## src/design/dcc_pkg.sv

```systemverilog
// Purpose: constants for the converter data and trim register front end
// Assumes: Avalon-MM slave, 32-bit data, word per register
// Notes:   byte address is four times the printed register index
`default_nettype none
package dcc_pkg;
    localparam int unsigned DCC_ADDR_W   = 8;
    // Printed register indices
    localparam logic [5:0] DCC_IDX_CTRL3 = 6'h02;
    localparam logic [5:0] DCC_IDX_GAIN1 = 6'h0a;
    localparam logic [5:0] DCC_IDX_OFFS1 = 6'h0b;
    localparam logic [5:0] DCC_IDX_C0LO  = 6'h18;
    localparam logic [5:0] DCC_IDX_C0HI  = 6'h19;
    localparam logic [5:0] DCC_IDX_C1LO  = 6'h1a;
    localparam logic [5:0] DCC_IDX_C1HI  = 6'h1b;
    // Field positions and reset values
    localparam int unsigned DCC_ALIGN_BIT = 0;
    localparam logic [7:0]  DCC_TRIM_RST  = 8'h00;
    localparam logic [11:0] DCC_VAL_RST   = 12'h000;
    localparam logic [7:0]  DCC_TEMP_RST  = 8'h00;
    localparam logic        DCC_ALIGN_RST = 1'b0;
endpackage : dcc_pkg
`default_nettype wire

```

## src/design/dcc_top.sv

```systemverilog
// Purpose: converter channel data and channel 1 trim registers
// Assumes: synchronous active-high reset, single 50 MHz clock
// Notes:   waitrequest drops one cycle after a request appears;
//          read data is latched at that edge, writes land one edge later;
//          the low-byte temp is shared by both channels
// Behaviour
// - Channel 1 gain trim, 8-bit read/write, resets to zero, drives output.
// - Channel 1 offset trim, 8-bit read/write, resets to zero, drives output.
// - Each channel's 12-bit value spans a high and a low byte register.
// - Right-aligned: low byte is bits 7:0, high byte low nibble bits 11:8.
// - Alignment select switches both channels to left-aligned layout.
// - Left-aligned: high is bits 11:4, low 7:4 bits 3:0, low 3:0 reserved.
// - Left-aligned, writing only high byte gives a complete value.
// - Right-aligned high byte 7:4 reads zero, read-only; software writes zero.
// - Channel 1 registers mirror channel 0 layout in both modes.
// - Alignment select is bit 0 of third control register, resets zero.
`default_nettype none
module dcc_top
    import dcc_pkg::*;
(
    input  wire logic                  core_clk_in,
    input  wire logic                  rst_in,
    input  wire logic [DCC_ADDR_W-1:0] avs_address_in,
    input  wire logic                  avs_read_in,
    input  wire logic                  avs_write_in,
    input  wire logic [31:0]           avs_writedata_in,
    input  wire logic [3:0]            avs_byteenable_in,
    output logic      [31:0]           avs_readdata_out,
    output logic                       avs_waitrequest_out,
    output logic      [1:0]            avs_response_out,
    output logic      [11:0]           chan0_value_out,
    output logic      [11:0]           chan1_value_out,
    output logic      [7:0]            chan1_gain_trim_out,
    output logic      [7:0]            chan1_offset_trim_out,
    output logic                       msb_align_select_out
);

    typedef struct packed {
        logic [7:0]  gain1;
        logic [7:0]  offs1;
        logic [11:0] val0;
        logic [11:0] val1;
        logic [7:0]  temp;
        logic        align;
        logic        ack;
        logic [31:0] rdata;
        logic [1:0]  resp;
    } dcc_state_t;

    dcc_state_t st_ff;
    dcc_state_t nxt_st;

    logic       req;
    logic       wr_go;
    logic       rd_go;
    logic [5:0] idx;
    logic       word_ok;
    logic       hit;
    logic [7:0] wbyte;
    logic [7:0] rbyte;
    logic       misaligned;
    logic       lane0_en;

    logic       sel_ctrl3;
    logic       sel_gain1;
    logic       sel_offs1;
    logic       sel_c0lo;
    logic       sel_c0hi;
    logic       sel_c1lo;
    logic       sel_c1hi;

    logic       put_ctrl3;
    logic       put_gain1;
    logic       put_offs1;
    logic       put_lo;
    logic       put_c0hi;
    logic       put_c1hi;

    logic [7:0] c0_lo_view;
    logic [7:0] c0_hi_view;
    logic [7:0] c1_lo_view;
    logic [7:0] c1_hi_view;
    logic [11:0] high_join;

    // Answer codes on the response lines
    localparam logic [1:0] RESP_OK  = 2'h0;
    localparam logic [1:0] RESP_ERR = 2'h2;

    assign req     = avs_read_in | avs_write_in;
    assign idx     = avs_address_in[7:2];
    // Any byte offset inside a word is refused
    assign misaligned = (avs_address_in[1:0] != 2'h0);
    assign word_ok    = ~misaligned;

    // Only the low lane carries register data
    assign wbyte    = avs_writedata_in[7:0];
    assign lane0_en = avs_byteenable_in[0];

    // Writes land at the edge that ends the wait, never an edge early
    assign wr_go = avs_write_in & st_ff.ack & lane0_en;
    // Read data is latched a cycle early so it stands at that edge
    assign rd_go = avs_read_in & ~st_ff.ack;

    // A misaligned address selects nothing
    assign sel_ctrl3 = word_ok & (idx == DCC_IDX_CTRL3);
    assign sel_gain1 = word_ok & (idx == DCC_IDX_GAIN1);
    assign sel_offs1 = word_ok & (idx == DCC_IDX_OFFS1);
    assign sel_c0lo  = word_ok & (idx == DCC_IDX_C0LO);
    assign sel_c0hi  = word_ok & (idx == DCC_IDX_C0HI);
    assign sel_c1lo  = word_ok & (idx == DCC_IDX_C1LO);
    assign sel_c1hi  = word_ok & (idx == DCC_IDX_C1HI);

    // Per-register write strobes
    assign put_ctrl3 = wr_go & sel_ctrl3;
    assign put_gain1 = wr_go & sel_gain1;
    assign put_offs1 = wr_go & sel_offs1;
    assign put_lo    = wr_go & (sel_c0lo | sel_c1lo);
    assign put_c0hi  = wr_go & sel_c0hi;
    assign put_c1hi  = wr_go & sel_c1hi;

    always_comb begin
        hit = 1'b0;
        if (sel_ctrl3 || sel_gain1 || sel_offs1) begin
            hit = 1'b1;
        end

        if (sel_c0lo || sel_c0hi) begin
            hit = 1'b1;
        end

        if (sel_c1lo || sel_c1hi) begin
            hit = 1'b1;
        end
    end

    // Channel 0 low byte as read back
    always_comb begin
        if (st_ff.align) begin
            c0_lo_view = {st_ff.val0[3:0], 4'h0};
        end else begin
            c0_lo_view = st_ff.val0[7:0];
        end
    end

    // Channel 0 high byte as read back
    always_comb begin
        if (st_ff.align) begin
            c0_hi_view = st_ff.val0[11:4];
        end else begin
            c0_hi_view = {4'h0, st_ff.val0[11:8]};
        end
    end

    // Channel 1 low byte mirrors channel 0
    always_comb begin
        if (st_ff.align) begin
            c1_lo_view = {st_ff.val1[3:0], 4'h0};
        end else begin
            c1_lo_view = st_ff.val1[7:0];
        end
    end

    // Channel 1 high byte mirrors channel 0
    always_comb begin
        if (st_ff.align) begin
            c1_hi_view = st_ff.val1[11:4];
        end else begin
            c1_hi_view = {4'h0, st_ff.val1[11:8]};
        end
    end

    // Temp is write-only staging and never shows on a read
    always_comb begin
        rbyte = 8'h00;

        case (idx)
            DCC_IDX_CTRL3: begin
                rbyte = {7'h00, st_ff.align};
            end

            DCC_IDX_GAIN1: begin
                rbyte = st_ff.gain1;
            end

            DCC_IDX_OFFS1: begin
                rbyte = st_ff.offs1;
            end

            DCC_IDX_C0LO: begin
                rbyte = c0_lo_view;
            end

            DCC_IDX_C0HI: begin
                rbyte = c0_hi_view;
            end

            DCC_IDX_C1LO: begin
                rbyte = c1_lo_view;
            end

            DCC_IDX_C1HI: begin
                rbyte = c1_hi_view;
            end

            default: begin
                rbyte = 8'h00;
            end
        endcase
    end

    function automatic logic [11:0] dcc_join(
        input logic       left,
        input logic [7:0] hi,
        input logic [7:0] lo
    );
        // Reserved bits are dropped, so stray ones never reach the value
        dcc_join = 12'h000;
        if (left) begin
            dcc_join[11:4] = hi;
            dcc_join[3:0]  = lo[7:4];
        end else begin
            dcc_join[11:8] = hi[3:0];
            dcc_join[7:0]  = lo;
        end
    endfunction

    // Layout at the moment of the high write decides the join
    assign high_join = dcc_join(st_ff.align, wbyte, st_ff.temp);

    always_comb begin
        nxt_st     = st_ff;
        nxt_st.ack = 1'b0;

        // One wait cycle lets decode settle before the answer
        if (req && !st_ff.ack) begin
            nxt_st.ack = 1'b1;
            if (hit) begin
                nxt_st.resp = RESP_OK;
            end else begin
                nxt_st.resp = RESP_ERR;
            end

            if (rd_go && hit) begin
                nxt_st.rdata = {24'h0, rbyte};
            end else begin
                nxt_st.rdata = 32'h0;
            end
        end

        if (put_ctrl3) begin
            nxt_st.align = wbyte[DCC_ALIGN_BIT];
        end

        if (put_gain1) begin
            nxt_st.gain1 = wbyte;
        end

        if (put_offs1) begin
            nxt_st.offs1 = wbyte;
        end

        // One temp serves both channels and outlives the transfer
        if (put_lo) begin
            nxt_st.temp = wbyte;
        end

        if (put_c0hi) begin
            nxt_st.val0 = high_join;
        end

        if (put_c1hi) begin
            nxt_st.val1 = high_join;
        end
    end

    always_ff @(posedge core_clk_in) begin
        if (rst_in) begin
            st_ff.gain1 <= DCC_TRIM_RST;
            st_ff.offs1 <= DCC_TRIM_RST;
            st_ff.val0  <= DCC_VAL_RST;
            st_ff.val1  <= DCC_VAL_RST;
            st_ff.temp  <= DCC_TEMP_RST;
            st_ff.align <= DCC_ALIGN_RST;
            st_ff.ack   <= 1'b0;
            st_ff.rdata <= 32'h0;
            st_ff.resp  <= 2'h0;
        end else begin
            st_ff <= nxt_st;
        end
    end

    assign avs_waitrequest_out  = req & ~st_ff.ack;
    assign avs_readdata_out     = st_ff.rdata;
    assign avs_response_out     = st_ff.resp;
    assign chan0_value_out       = st_ff.val0;
    assign chan1_value_out       = st_ff.val1;
    assign chan1_gain_trim_out   = st_ff.gain1;
    assign chan1_offset_trim_out = st_ff.offs1;
    assign msb_align_select_out  = st_ff.align;

endmodule : dcc_top
`default_nettype wire

```

## config.mk

```make
export PLATFORM = sky130hd
export DESIGN_NAME = dcc_top
export DESIGN_NICKNAME = d
export VERILOG_FILES = /design/src/design/dcc_pkg.sv /design/src/design/dcc_top.sv
export SDC_FILE = /design/constraint.sdc
export NUM_CORES = 1
export LEC_CHECK = 0
export BUFFER_PORTS_ARGS = -buffer_cell sky130_fd_sc_hd__buf_2
export CAP_MARGIN = 25
export CELL_PAD_IN_SITES_DETAIL_PLACEMENT = 1
export CELL_PAD_IN_SITES_GLOBAL_PLACEMENT = 2
export CORE_ASPECT_RATIO = 1.2
export CORE_MARGIN = 8
export CORE_UTILIZATION = 32
export DETAILED_ROUTE_END_ITERATION = 12
export GPL_TIMING_DRIVEN = 0
export HOLD_SLACK_MARGIN = 0.08
export PLACE_DENSITY = 0.87
export SYNTH_ARGS = -nofsm -noshare
export SYNTH_HDL_FRONTEND = slang
export SYNTH_SLANG_ARGS = --single-unit
```

## constraint.sdc

```tcl
create_clock -name core_clk_in -period 2.85 [get_ports core_clk_in]
set_input_delay 0 -clock core_clk_in [delete_from_list [all_inputs] [get_ports core_clk_in]]
set_output_delay 0 -clock core_clk_in [all_outputs]
set_load 0.02 [all_outputs]
```

Word-level counts from Yosys, hierarchy flattened
Cells that the tools add are included.

word-level totals
  bits in registers = 84
  bits of input ports = 48
  logic and storage cells = 57

cells by class
  eq/ne operators = 7
  mux-type cells = 12
  bitwise logic cells = 21
  reductions and logical operators = 8

operator list
  operator            count
  $pmux 8 s7          1
  $mux 8              5
  $mux 35             1
  $eq 6x5->1 const B  4
  $and 1x1->1         17
  $eq 6x4->1 const B  2
  $mux 12             1
  $eq 6x2->1 const B  1
  $logic_or 1x1->1    4
  $mux 1              3
  $logic_and 1x1->1   2
  $mux 2              1
  $not 1->1           2
  $or 1x1->1          2
  $reduce_bool 2->1   1
  $logic_not 1->1     1

Longest topological paths before layout
  depth in word-level cells = 11
  gate-level depth with buffers = 7

Worst setup path before layout
No wires, ideal clock.

  path kind = reg2reg
  from = reg st_ff, in the netlist msb_align_select_out
  to = reg st_ff, in the netlist chan1_value_out[10]
  data arrival time = 1466 ps
  data required time = 2718 ps
  setup slack = 1252 ps
  cell stages (with the launch flop) = 6
  buffers on the path = 2
  period minus slack after synthesis = 1598 ps
  cell sequence = dfxtp_1 > clkbuf_8 > clkbuf_1 > mux2_2 > nor3_1 > nor3_1

between the ends
  word-level cells in the longest chain between the ends = 1

RTL lines
  element                 RTL line        source
  start, declared         dcc_top.sv:50   dcc_state_t st_ff;
  start signal, assigned  dcc_top.sv:288  st_ff <= nxt_st;
  $mux 12                 dcc_top.sv:218  if (left) begin

Every way passes these cells.
A chain may end at the register's enable or synchronous reset.

Final worst setup path
  from = reg st_ff[34] (netlist bit)
  to = reg st_ff, in the netlist chan0_value_out[6]

between the ends
  word-level cells in the longest chain between the ends = 3

RTL lines
  element                    RTL line        source
  $and 1x1->1 (2 in series)  dcc_top.sv:100  assign wr_go = avs_write_in & st_ff.ack & lane0_en;
  $and 1x1->1                dcc_top.sv:118  assign put_c0hi = wr_go & sel_c0hi;

Every way passes these cells.

==> results.json <==
{
  "cts_tree": "done",
  "core_area_mm2": 0.0110,
  "crit_fanout": 10,
  "crit_type": "reg -> reg",
  "post-route-min-period_ns": 1.83,
  "synth_edf_count": 0,
  "dp_hpwl_um": 9060,
  "fin_cells": 631,
  "synth_cell_types": 48,
  "ant_nets": 0,
  "via_per_inst": 5.02,
  "die_x_um": 113,
  "p_int_mw": 1.65,
  "netlist.top_cell.by_area": "dfxtp_1",
  "synth_most_common_cell": "buf_4",
  "p_per_area_mw_per_mm2": 471,
  "utilization": 0.418,
  "dr_total_vias": 3165,
  "hold_viol": 0,
  "cts.path.max_buffers": 2,
  "yosys_warnings": 0,
  "rsz0062_at_grt": "false",
  "area_growth_pct": 27.8,
  "async_reset_ff_frac": 0,
  "drt-total-wl_um": 11800,
  "p_leak_nw": 2.21,
  "critPathBufInv": 2,
  "crit_path_end_kind": "flop",
  "drv_slew": 0,
  "max_freq_mhz": 547,
  "clk_latency_ns": 0.34,
  "grt_use_total": 0.160,
  "hold-worst-slack_ns": 0.0897,
  "min_period_over_period": 0.641,
  "worst_pin_slew_ns": 0.867,
  "r2r_start": "st_ff[34]$_SDFF_PP0_",
  "htreeDepth": 3,
  "die-height_um": 132,
  "first_iter_violations": 151,
  "portBuffers": 68,
  "drc": 0,
  "cp_cell_sequence": "and4bb_1 -> buf_2 -> nand4_1 -> clkbuf_1 -> nor3_1 -> nor3_1",
  "grt_max_degree": 11,
  "synth.area.top_cells": "dfxtp_1, buf_4, mux2i_1",
  "maxCapViolations": 0,
  "placed_area_mm2": 0.00419,
  "hp-class": "in -> reg",
  "ctsHoldBuffers": 9,
  "start_util": 0.327,
  "nNetsFinal": 542,
  "synth_area_mm2": 0.00360,
  "clk_pin_slew_ns": 0.06,
  "grt_pass1_vias": 3518,
  "pwr-share-seq": 0.383,
  "fin_tns_setup_ns": 0,
  "p_sw_frac": 0.238,
  "numCtsBuffers": 9,
  "crit_family": "simple AND/OR/NAND/NOR gates",
  "worst_ep_arrival_time_ns": 2.02,
  "gp_congestion": 0.861,
  "antenna_found_initial": 0,
  "comb_power_share": 0.092,
  "relSlewSlack": 0.422,
  "place_inst": 606,
  "cpMostUsedCell": "nor3_1",
  "clkSinkCount": 59,
  "cts-root-buf": "clkbuf_16",
  "boundaryPins": 124,
  "cts_resized": 0,
  "synth-main-ff-cell": "dfxtp_1",
  "yosysSeqAreaShare": 0.328,
  "setup_viol": 0,
  "dieArea_mm2": 0.0149,
  "synth_seq_cells": 59,
  "dr.pass1.iters": 4,
  "post_cts_buffers": 0,
  "cp.required_ns": 3.05,
  "num_rows": 42,
  "cp-start-kind": "flop",
  "synthCells": 382,
  "slowest_stage": "dfxtp_1",
  "power.switching_mw": 0.515,
  "synth.avg_cell_area_um2": 9.41,
  "clkPwrFrac": 0.525,
  "stdcell_area_mm2": 0.00460,
  "synth_top_area_share": 0.328,
  "peakVddDrop_mv": 0.221,
  "synth_common_cells": "buf_4, dfxtp_1, nor3_1",
  "startpoint": "st_ff[34]$_SDFF_PP0_",
  "grt_pass1_wl_um": 18800,
  "critPathMaxStageDelay_ns": 0.33,
  "wl_per_cell_um": 18.7,
  "grt-ovfl-total": 0,
  "min-delay-start": "avs_address_in[1]",
  "drive_above_1_share": 0.425,
  "antenna_cells": 0,
  "status": "complete, no violations",
  "fin_skew_ns": 0.00681
}
metal layers:
metal,share of wire,up-vias,global-route usage
li1,-,1511,-
met1,0.40,1540,0.177
met2,0.52,91,0.275
met3,0.048,23,0.0335
met4,0.037,0,0.0977
met5,0,-,0
cells in the final DEF, fill, tap and decap left out, drive strengths merged, types with 7 or more instances in the layout:
cell type and instances:
a21oi 27, a32oi 7, conb 25, clkbuf 29
mux2i 25, mux2 20, buf 154, a221oi 7
dlygate4sd3 9, dfxtp 59, mux4 7, nor2 26
a222oi 7, nand2 13, nor3 49
worst register-to-register path, delay by kind of cell (launching register included):
family,cells,cell delay [ns]
simple gates,4,0.84
buf+inv,2,0.51
flops,1,0.33
area by class of cell:
type / instances / area [µm²]
Multi-Input combinational cell: 241 / 1710
Sequential cell: 59 / 1180
Clock inverter: 4 / 47.5
Fill cell: 1307 / 6390
Inverter: 2 / 7.51
Buffer: 104 / 783
Timing Repair Buffer: 77 / 430
Clock buffer: 12 / 267
Tap cell: 132 / 165
logic make-up (layout without fill, tap and decap cells):
| logic type | after synthesis | after routing | share of synthesized area |
|---|---|---|---|
| and+or+nand+nor | 106 | 106 | 0.159 |
| buffers and inverters | 106 | 199 | 0.220 |
| DFF | 59 | 59 | 0.328 |
| AOI/OAI and AO/OA | 58 | 58 | 0.115 |
| muxes | 52 | 52 | 0.177 |
| other | 1 | 25 | 0.00104 |
final timing paths:
path	to	slack [ns]	depth (start not counted)
max	chan0_value_out[6]$_SDFFE_PP0P_	1.02	6
min reg2reg	avs_response_out[1]$_SDFFE_PP0P_	0.46	2
min	avs_response_out[1]$_SDFFE_PP0P_	0.09	5
max reg2reg	chan0_value_out[6]$_SDFFE_PP0P_	1.02	6
power by group through the flow:
| stage | logic [mW] | registers [mW] | clock network (mW) |
|---|---|---|---|
| floorplan | 0.132 | 0.847 | 0 |
| global placement | 0.183 | 0.847 | 0 |
| detailed placement | 0.186 | 0.847 | 0 |
| CTS | 0.197 | 0.829 | 1.15 |
| global route | 0.213 | 0.829 | 1.19 |
| finish | 0.198 | 0.830 | 1.14 |
metrics by stage:
step | power, mW | setup WS (ns)
final | 2.16 | 1.02
after global routing | 2.23 | 0.799
after CTS | 2.17 | 1.02
after detailed placement | 1.03 | 1.05
after global placement | 1.03 | 1.08
after floorplan | 0.978 | 1.25
flip-flops by register name, indices dropped and copies added (netlist names):
| register | count |
|---|---|
| avs_readdata_out | 8 |
| avs_response_out | 1 |
| chan1_offset_trim_out | 8 |
| chan0_value_out | 12 |
| chan1_value_out | 12 |
| msb_align_select_out | 1 |
| st_ff | 9 |
| chan1_gain_trim_out | 8 |
(Power assumes the default switching activity.)
